### src/hw/mfm_pkg.sv
// Package for the motor fault manager: alarm codes, lamp timing, command codes.
// Assumes a single 250 MHz core clock.
package mfm_pkg;
  localparam int unsigned CLK_MHZ         = 250;
  localparam int unsigned BLINK_ON_MS     = 200;
  localparam int unsigned BLINK_GAP_MS    = 1000;
  localparam int unsigned BLINK_ON_CYC    = BLINK_ON_MS * 1000 * CLK_MHZ;
  localparam int unsigned BLINK_GAP_CYC   = BLINK_GAP_MS * 1000 * CLK_MHZ;
  localparam int unsigned HIST_DEPTH      = 10;

  localparam logic [7:0] ALM_NONE         = 8'h00;
  localparam logic [7:0] ALM_POS_DEV      = 8'h10;
  localparam logic [7:0] ALM_POS_DEV_OFF  = 8'h12;
  localparam logic [7:0] ALM_OVERCURRENT  = 8'h20;
  localparam logic [7:0] ALM_MAIN_OFF     = 8'h23;
  localparam logic [7:0] ALM_OVERTRAVEL   = 8'h66;
  localparam logic [7:0] ALM_ABS_POS      = 8'h65;
  localparam logic [3:0] BLINK_POS_DEV    = 4'h4;
  localparam logic [3:0] BLINK_OVERCUR    = 4'h5;
  localparam logic [3:0] BLINK_MAIN_OFF   = 4'h3;
  localparam logic [3:0] BLINK_OVERTRAVEL = 4'h7;
  localparam logic [3:0] BLINK_OTHER      = 4'h1;

  // Serial command codes, as decoded by the link front end
  localparam logic [2:0] CMD_NONE         = 3'h0;
  localparam logic [2:0] CMD_ALARM_RESET  = 3'h1;
  localparam logic [2:0] CMD_ABS_RESET    = 3'h2;
  localparam logic [2:0] CMD_HIST_READ    = 3'h3;
  localparam logic [2:0] CMD_HIST_CLEAR   = 3'h4;
  localparam logic [2:0] CMD_CODE_READ    = 3'h5;

  typedef enum logic [1:0] {
    MFM_LAMP_IDLE = 2'b00,
    MFM_LAMP_ON   = 2'b01,
    MFM_LAMP_OFF  = 2'b10,
    MFM_LAMP_GAP  = 2'b11
  } mfm_lamp_e;

  typedef struct packed {
    logic       valid;
    logic [2:0] cmd;
    logic [3:0] index;
  } mfm_cmd_s;

  typedef struct packed {
    logic       valid;
    logic [7:0] data;
  } mfm_rsp_s;

  typedef struct packed {
    logic pos_dev;
    logic pos_dev_off_warn;
    logic short_circuit;
    logic main_power_ok;
    logic start_req;
    logic overtravel;
    logic abs_pos_err;
    logic current_on;
  } mfm_cond_s;
endpackage

### src/hw/mfm_fault_manager.sv
// Motor fault manager: alarm latch, lamp blink coder, alarm history, serial
// command decode, warning output and a sticky interrupt with a mask.
// Assumes the serial front end delivers one-cycle command pulses on the core
// clock; the history array stands for the nonvolatile store behind it.
// How it works
// - Alarm drops alarm output and stops motor
// - Lamp blinks code-specific count per group
// - Clear on falling edge of clear input
// - Serial, tool reset and power cycle clear
// - Absolute error clears only by own paths or power cycle
// - Ten entry history, newest first, drop oldest
// - History read command returns stored entries
// - History clear command erases all entries
// - Warning precedes alarm and never stops motor
// - Position deviation at current on raises 10h
// - Current on during off-warning raises 12h
// - Start without main power raises 23h
// - Short circuit raises 20h
`timescale 1ns/100ps
module mfm_fault_manager #(
  parameter int unsigned DEPTH    = mfm_pkg::HIST_DEPTH,
  parameter int unsigned ON_CYC   = mfm_pkg::BLINK_ON_CYC,
  parameter int unsigned GAP_CYC  = mfm_pkg::BLINK_GAP_CYC
) (
  input  wire logic              i_core_clk,
  input  wire logic              i_rst_b,
  input  wire mfm_pkg::mfm_cond_s i_cond,
  input  wire logic              i_pos_dev_warn,
  input  wire logic              i_fault_clear_input,
  input  wire logic              i_position_error_clear_input,
  input  wire logic              i_tool_reset,
  input  wire mfm_pkg::mfm_cmd_s i_cmd,
  input  wire logic [7:0]        i_reg_addr,
  input  wire logic [7:0]        i_reg_wdata,
  input  wire logic              i_reg_wr,
  input  wire logic              i_reg_rd,
  output logic [7:0]             o_reg_rdata,
  output mfm_pkg::mfm_rsp_s      o_rsp,
  output logic                   o_alarm_output,
  output logic                   o_motor_stop,
  output logic                   o_fault_lamp,
  output logic                   o_warning_output,
  output logic                   o_irq
);
  import mfm_pkg::*;

  localparam logic [7:0] REG_STATUS = 8'h00;
  localparam logic [7:0] REG_MASK   = 8'h01;
  localparam logic [7:0] REG_CODE   = 8'h02;
  localparam logic [7:0] REG_COUNT  = 8'h03;
  localparam int unsigned CW = $clog2(GAP_CYC + 1);

  typedef struct packed {
    logic [1:0]        fclr_sync;
    logic [1:0]        pclr_sync;
    logic [7:0]        cond_sync0;
    logic [7:0]        cond_sync1;
    logic              warn_s0;
    logic              warn_s1;
    logic              fclr_d;
    logic              pclr_d;
    logic              con_d;
    logic [7:0]        code;
    logic              abs_alarm;
    mfm_lamp_e         lamp_st;
    logic [3:0]        blinks;
    logic [CW-1:0]     timer;
    logic [1:0]        status;
    logic [1:0]        mask;
    logic [7:0]        rdata;
    mfm_rsp_s          rsp;
  } mfm_state_s;

  mfm_state_s st;
  mfm_state_s next_st;
  logic [7:0] hist [DEPTH];
  logic [7:0] raise_code;
  logic       raise;
  logic [3:0] want_blinks;
  logic       fclr_fall;
  logic       pclr_fall;
  logic       abs_clear;
  logic       gen_clear;
  logic       hist_push;
  logic       hist_wipe;
  // History fill level, kept apart from the reset state on purpose
  logic [3:0] hist_cnt;
  logic [3:0] next_hist_cnt;
  mfm_cond_s  c;

  always_comb begin
    c = mfm_cond_s'(st.cond_sync1);
    fclr_fall = st.fclr_d & ~st.fclr_sync[1];
    pclr_fall = st.pclr_d & ~st.pclr_sync[1];
    gen_clear = fclr_fall | i_tool_reset |
                (i_cmd.valid && i_cmd.cmd == CMD_ALARM_RESET);
    abs_clear = pclr_fall | (i_cmd.valid && i_cmd.cmd == CMD_ABS_RESET);
    raise = 1'b1;
    raise_code = ALM_NONE;
    if (c.short_circuit) begin
      raise_code = ALM_OVERCURRENT;
    end else if (c.current_on && c.pos_dev) begin
      raise_code = ALM_POS_DEV;
    end else if (c.current_on && !st.con_d && c.pos_dev_off_warn) begin
      raise_code = ALM_POS_DEV_OFF;
    end else if (c.start_req && !c.main_power_ok) begin
      raise_code = ALM_MAIN_OFF;
    end else if (c.overtravel) begin
      raise_code = ALM_OVERTRAVEL;
    end else if (c.abs_pos_err) begin
      raise_code = ALM_ABS_POS;
    end else begin
      raise = 1'b0;
    end
    // First alarm wins; later ones wait until it is cleared
    hist_push = raise && st.code == ALM_NONE;
    hist_wipe = i_cmd.valid && i_cmd.cmd == CMD_HIST_CLEAR;
    case (raise_code)
      ALM_POS_DEV: begin
        want_blinks = BLINK_POS_DEV;
      end
      ALM_POS_DEV_OFF: begin
        want_blinks = BLINK_POS_DEV;
      end
      ALM_OVERCURRENT: begin
        want_blinks = BLINK_OVERCUR;
      end
      ALM_MAIN_OFF: begin
        want_blinks = BLINK_MAIN_OFF;
      end
      ALM_OVERTRAVEL: begin
        want_blinks = BLINK_OVERTRAVEL;
      end
      default: begin
        want_blinks = BLINK_OTHER;
      end
    endcase
  end

  always_comb begin
    next_st = st;
    next_st.fclr_sync = {st.fclr_sync[0], i_fault_clear_input};
    next_st.pclr_sync = {st.pclr_sync[0], i_position_error_clear_input};
    next_st.cond_sync0 = i_cond;
    next_st.cond_sync1 = st.cond_sync0;
    next_st.warn_s0 = i_pos_dev_warn;
    next_st.warn_s1 = st.warn_s0;
    next_st.fclr_d = st.fclr_sync[1];
    next_st.pclr_d = st.pclr_sync[1];
    next_st.con_d = c.current_on;
    next_st.rsp = '{valid: 1'b0, data: 8'h00};
    next_st.rdata = 8'h00;

    // Clearing the latch: absolute error only by its own paths
    if (st.code != ALM_NONE) begin
      if (st.abs_alarm ? abs_clear : gen_clear) begin
        next_st.code = ALM_NONE;
        next_st.abs_alarm = 1'b0;
        next_st.status[1] = 1'b1;
      end
    end else if (raise) begin
      next_st.code = raise_code;
      next_st.abs_alarm = (raise_code == ALM_ABS_POS);
      next_st.status[0] = 1'b1;
      next_st.lamp_st = MFM_LAMP_ON;
      next_st.blinks = want_blinks;
      next_st.timer = CW'(ON_CYC);
    end

    // Count saturates at the depth; the oldest entry simply falls off
    next_hist_cnt = hist_cnt;
    if (hist_wipe) begin
      next_hist_cnt = 4'h0;
    end else if (hist_push && hist_cnt < 4'(DEPTH)) begin
      next_hist_cnt = hist_cnt + 4'h1;
    end

    // Lamp blink coder: N pulses, then a long gap, repeated
    if (st.code == ALM_NONE && !raise) begin
      next_st.lamp_st = MFM_LAMP_IDLE;
    end else if (!(st.code == ALM_NONE)) begin
      if (st.timer != '0) begin
        next_st.timer = st.timer - CW'(1);
      end else begin
        case (st.lamp_st)
          MFM_LAMP_ON: begin
            next_st.lamp_st = MFM_LAMP_OFF;
            next_st.timer = CW'(ON_CYC);
          end
          MFM_LAMP_OFF: begin
            if (st.blinks > 4'h1) begin
              next_st.blinks = st.blinks - 4'h1;
              next_st.lamp_st = MFM_LAMP_ON;
              next_st.timer = CW'(ON_CYC);
            end else begin
              next_st.lamp_st = MFM_LAMP_GAP;
              next_st.timer = CW'(GAP_CYC);
            end
          end
          MFM_LAMP_GAP: begin
            next_st.lamp_st = MFM_LAMP_ON;
            next_st.blinks = want_code_blinks(st.code);
            next_st.timer = CW'(ON_CYC);
          end
          default: begin
            next_st.lamp_st = MFM_LAMP_IDLE;
          end
        endcase
      end
    end

    if (i_cmd.valid && i_cmd.cmd == CMD_HIST_READ) begin
      next_st.rsp.valid = 1'b1;
      next_st.rsp.data = (i_cmd.index < hist_cnt && i_cmd.index < 4'(DEPTH)) ?
                         hist[i_cmd.index] : 8'h00;
    end else if (i_cmd.valid && i_cmd.cmd == CMD_CODE_READ) begin
      next_st.rsp.valid = 1'b1;
      next_st.rsp.data = st.code;
    end

    // Register port; set wins over write-one-clear unless the bit was already set
    if (i_reg_wr) begin
      case (i_reg_addr)
        REG_STATUS: begin
          next_st.status = next_st.status &
                           ~(i_reg_wdata[1:0] & ~(next_st.status ^ st.status));
        end
        REG_MASK: begin
          next_st.mask = i_reg_wdata[1:0];
        end
        default: begin
          next_st.mask = next_st.mask;
        end
      endcase
    end
    if (i_reg_rd) begin
      case (i_reg_addr)
        REG_STATUS: begin
          next_st.rdata = {6'h00, st.status};
        end
        REG_MASK: begin
          next_st.rdata = {6'h00, st.mask};
        end
        REG_CODE: begin
          next_st.rdata = st.code;
        end
        REG_COUNT: begin
          next_st.rdata = {4'h0, hist_cnt};
        end
        default: begin
          next_st.rdata = 8'h00;
        end
      endcase
    end
  end

  function automatic logic [3:0] want_code_blinks(input logic [7:0] code);
    case (code)
      ALM_POS_DEV: begin
        return BLINK_POS_DEV;
      end
      ALM_POS_DEV_OFF: begin
        return BLINK_POS_DEV;
      end
      ALM_OVERCURRENT: begin
        return BLINK_OVERCUR;
      end
      ALM_MAIN_OFF: begin
        return BLINK_MAIN_OFF;
      end
      ALM_OVERTRAVEL: begin
        return BLINK_OVERTRAVEL;
      end
      default: begin
        return BLINK_OTHER;
      end
    endcase
  endfunction

  always_ff @(posedge i_core_clk or negedge i_rst_b) begin
    if (!i_rst_b) begin
      st <= '0;
    end else begin
      st <= next_st;
    end
  end

  // Fill level is as persistent as the entries it counts; a core reset
  // must not make stored records unreadable
  always_ff @(posedge i_core_clk) begin
    hist_cnt <= next_hist_cnt;
  end

  // History shift register, newest at index 0; survives core reset
  generate
    for (genvar gi = 0; gi < DEPTH; gi++) begin : g_hist
      always_ff @(posedge i_core_clk) begin
        if (hist_wipe) begin
          hist[gi] <= 8'h00;
        end else if (hist_push) begin
          if (gi == 0) begin
            hist[gi] <= raise_code;
          end else begin
            hist[gi] <= hist[gi-1];
          end
        end
      end
    end
  endgenerate

  assign o_alarm_output   = (st.code == ALM_NONE);
  assign o_motor_stop     = (st.code != ALM_NONE);
  assign o_fault_lamp     = (st.lamp_st == MFM_LAMP_ON);
  assign o_warning_output = st.warn_s1;
  assign o_reg_rdata      = st.rdata;
  assign o_rsp            = st.rsp;
  assign o_irq            = |(st.status & st.mask);
endmodule // mfm_fault_manager

### config.mk
export PLATFORM = sky130hd
export DESIGN_NAME = mfm_fault_manager
export DESIGN_NICKNAME = d
export VERILOG_FILES = /design/src/hw/mfm_pkg.sv /design/src/hw/mfm_fault_manager.sv
export SDC_FILE = /design/constraint.sdc
export NUM_CORES = 1
export LEC_CHECK = 0
export BUFFER_PORTS_ARGS = -buffer_cell sky130_fd_sc_hd__buf_2
export CAP_MARGIN = 20
export CELL_PAD_IN_SITES_DETAIL_PLACEMENT = 1
export CELL_PAD_IN_SITES_GLOBAL_PLACEMENT = 2
export CORE_ASPECT_RATIO = 0.75
export CORE_MARGIN = 3
export CORE_UTILIZATION = 36
export CTS_BUF_LIST = sky130_fd_sc_hd__clkbuf_16
export DETAILED_ROUTE_END_ITERATION = 16
export GPL_TIMING_DRIVEN = 0
export PLACE_DENSITY_LB_ADDON = 0.1
export SLEW_MARGIN = 25
export SYNTH_ARGS = -nofsm -noshare
export SYNTH_HDL_FRONTEND = slang
export SYNTH_SLANG_ARGS = --single-unit
export TNS_END_PERCENT = 100
### constraint.sdc
create_clock -name i_core_clk -period 2.4 [get_ports i_core_clk]
set_input_delay 0.12 -clock i_core_clk [delete_from_list [all_inputs] [get_ports i_core_clk]]
set_output_delay 0.12 -clock i_core_clk [all_outputs]
set_load 0.1 [all_outputs]
==> impl_metrics.py <==
metrics = {
    "clocking": {
        "cts.clk_slew.worst_paths_ps": 60,
        "clock_latency_ps": 430,
        "cts_buffers": 17,
        "cts_tree": "yes",
        "cts_sinks": 138,
        "clk_path_buf_depth": 2,
        "cts_max_level": 4,
        "root_buffer": "clkbuf_16",
    },
    "placed_design": {
        "dpl_cell_area_mm2": 0.007322,
        "dp_hpwl_um": 13840,
        "pre_cts_ws_ps": -829.6,
        "place.port_buffers": 53,
        "gp_congestion": 0.8066,
    },
    "floorplan": {
        "dieWidth_um": 163.6,
        "num_rows": 42,
        "core-area_mm2": 0.01797,
        "fp.dieH_um": 124.2,
        "start_util": 0.3733,
        "die_area_mm2": 0.02033,
        "ios": 62,
    },
    "global_route": {
        "grt_pass1_vias": 5517,
        "grt_pass1_wl_um": 31860,
        "grt_max_degree": 51,
        "antenna_found_initial": 0,
        "grt.overflow.total": 0,
        "grt_usage": 0.2024,
    },
    "synthesis": {
        "synthCells": 591,
        "yosysWarnings": 0,
        "ys_ff_latch": 138,
        "yosys.area_share.simple": 0.1986,
        "netlist_top_cells_count": "dfrtp_1 (84), edfxtp_1 (50), and2_1 (47)",
        "ys.flop_type": "dfrtp_1",
        "synth_xor_area_frac": 0.007833,
        "async_flop_share": 0.6087,
        "synth-edff-count": 50,
        "synth_top_family_by_area": "simple AND/OR/NAND/NOR gates",
        "yosys.area_share.adder": 0.01305,
        "synth_area_leaders": "dfrtp_1 (31%), edfxtp_1 (22%), and2_1 (4.4%)",
        "synth_largest_area_cell": "dfrtp_1",
        "synth.most_common_cell": "dfrtp_1",
        "synth.distinct_cells": 74,
        "ys_seq_area_frac": 0.5490,
        "synth_top_area_frac": 0.3133,
        "synth_area_per_cell_um2": 11.35,
        "synthesis.area_mm2": 0.006709,
        "synth_compound_area_frac": 0.1205,
        "synthMuxAreaShare": 0.06397,
    },
    "drt": {
        "postRouteAntennaNets": 0,
        "drt_iter0_markers": 398,
        "maxUsedRoutingLayer": "met4",
        "dr.pass1.iters": 5,
        "vias": 5283,
        "met1_length_um": 10590,
        "avgRoutedWirePerCell_um": 21.30,
        "finalWirelength_um": 20210,
        "met2WireLength_um": 8477,
        "wl_met3_um": 944,
        "route.detailed.drc": 0,
        "via_per_inst": 5.567,
    },
    "timing": {
        "skew_ps": 6.864,
        "max_freq_mhz": 423.1,
        "worst_pin_slew_ps": 797.6,
        "holdWs_ps": 53.32,
        "drv_slew": 0,
        "slew_headroom": 0.4627,
        "fin_ws_ps": 36.54,
        "finalSetupViolations": 0,
        "min_period_ps": 2363,
        "finalCritPeriodShare": 0.9848,
        "hold_viol": 0,
    },
    "layout": {
        "layout.nets": 741,
        "area_growth_pct": 25.62,
        "final_area_mm2": 0.008428,
        "num_antenna_cells": 0,
        "drive_gt1_frac": 0.2716,
    },
    "power": {
        "leakage_nw": 3.445,
        "ir_drop_v": 0.0005047,
        "cellPowerDensity_mw_per_mm2": 1191,
    },
    "setup_path": {
        "path_class": "reg2reg",
        "endpoint_kind": "flip-flop",
        "cp_max_fo": 8,
        "crit_arrival_ps": 2730,
        "required_ps": 2760,
        "ff2ff_setup_slack_ps": 40,
        "cp-start-kind": "flip-flop",
    },
    "job": {
        "max-cap-violations": 0,
    },
    "worst_hold_path": {
        "hold_class": "in2reg",
    },
    "status": {
        "status": "completed",
    },
}
-- through the flow --
stage / std cells / TNS, ps / power, W / util
global route: 949 / -92.31 / 0.01062 / 0.4690
floorplan: 592 / 0 / 0.005809 / -
detailed placement: 888 / -64480 / 0.006941 / 0.4074
finish: 949 / 0 / 0.01003 / 0.4690
global placement: 887 / -71590 / 0.006796 / 0.4054
CTS: 940 / 0 / 0.009972 / 0.4598
-- cell type report --
cell class,instances,area [µm²]
Clock inverter,14,153.9
Buffer,40,257.7
Timing Repair Buffer,82,570.5
Tap cell,242,302.8
Clock buffer,18,450.4
Inverter,21,78.83
Fill cell,1941,9544
Sequential cell,138,3684
Multi-Input combinational cell,394,2930
-- layout by cell type (no fill, tap or decap), types with 4 or more instances in the layout --
cell type and count:
nand2_1 35, buf_2 52, or3_1 8, o211ai_1 4, nor3_2 4, a22o_1 4, a31oi_1 6, clkbuf_1 8
nor4_1 18, clkbuf_16 18, mux4_2 12, nand3_1 6, dfxtp_1 4, buf_4 30, nor3_1 19, dfrtp_1 84
mux2i_1 8, inv_6 7, nor2_1 28, ha_1 6, inv_1 19, nor2b_1 5, a21oi_1 18, dlygate4sd3_1 16
edfxtp_1 50, and2_1 47, o22ai_1 4, xnor2_1 5, or2_2 6, o2111ai_1 5, nand4_1 6, o31ai_1 8
buf_6 4, a311oi_1 7, o21ai_0 27, nand2b_1 5, mux2_2 7, clkbuf_2 7, or4_1 7
-- critical path, cell delays in order (launching register included) --
cell,delay (ps)
dfrtp_1,480
or4_4,610
nor4b_4,260
buf_4,200
nand2_1,210
nor4_4,250
buf_4,180
or3_1,100
-- path summary, 6_finish.rpt --
kind / depth (start not counted) / to / from
max: 7 / st[39] / st[38]
min: 4 / o_reg_rdata[0] / i_reg_rd
max reg2reg: 7 / st[39] / st[38]
min reg2reg: 0 / c[0] / next_st[69]
max in group asynchronous: 3 / st[41] / i_rst_b
min in group asynchronous: 2 / o_rsp[3] / i_rst_b
-- state kept, by name, indices dropped and copies added, names as in the netlist --
name / cells
c: 8
hist: 50
hist_cnt: 4
next_st: 13
o_reg_rdata: 8
o_rsp: 7
o_warning_output: 1
st: 47
-- kinds of logic (layout without fill, tap and decap cells) --
kind of cell             after synthesis  count (layout)
AO/OA/AOI/OAI                        118             118
AND/OR/NAND/NOR                      231             234
buffers and inverters                 63             175
flip-flops                           138             138
XOR/XNOR                               6               6
multiplexers                          27              27
other                                  1               2
adder cells (fa/ha/maj)                7               7
-- per-layer routing --
layer  global-route usage  up-vias
met3              0.03997       16
li1                     -     2421
met5                    0        -
met4              0.05520        0
met1               0.3188     2735
met2               0.2812      111
-- power breakdown --
part	switching [W]	total, W	internal [W]
Combinational	0.00225	0.00345	0.00120
Sequential	0.000497	0.00384	0.00335
Clock	0.00112	0.00274	0.00161
Total	0.00387	0.0100	0.00616
-- what timing repair did --
item	4_1_cts	5_1_grt
pin swaps	6	3
gates cloned	1	3
resized for setup	38	23
buffers inserted	5	6
hold buffers	16	0
setup endpoints to repair	135	106
endpoints found under the hold margin	100	0
Power figures use the tool's default switching activity.
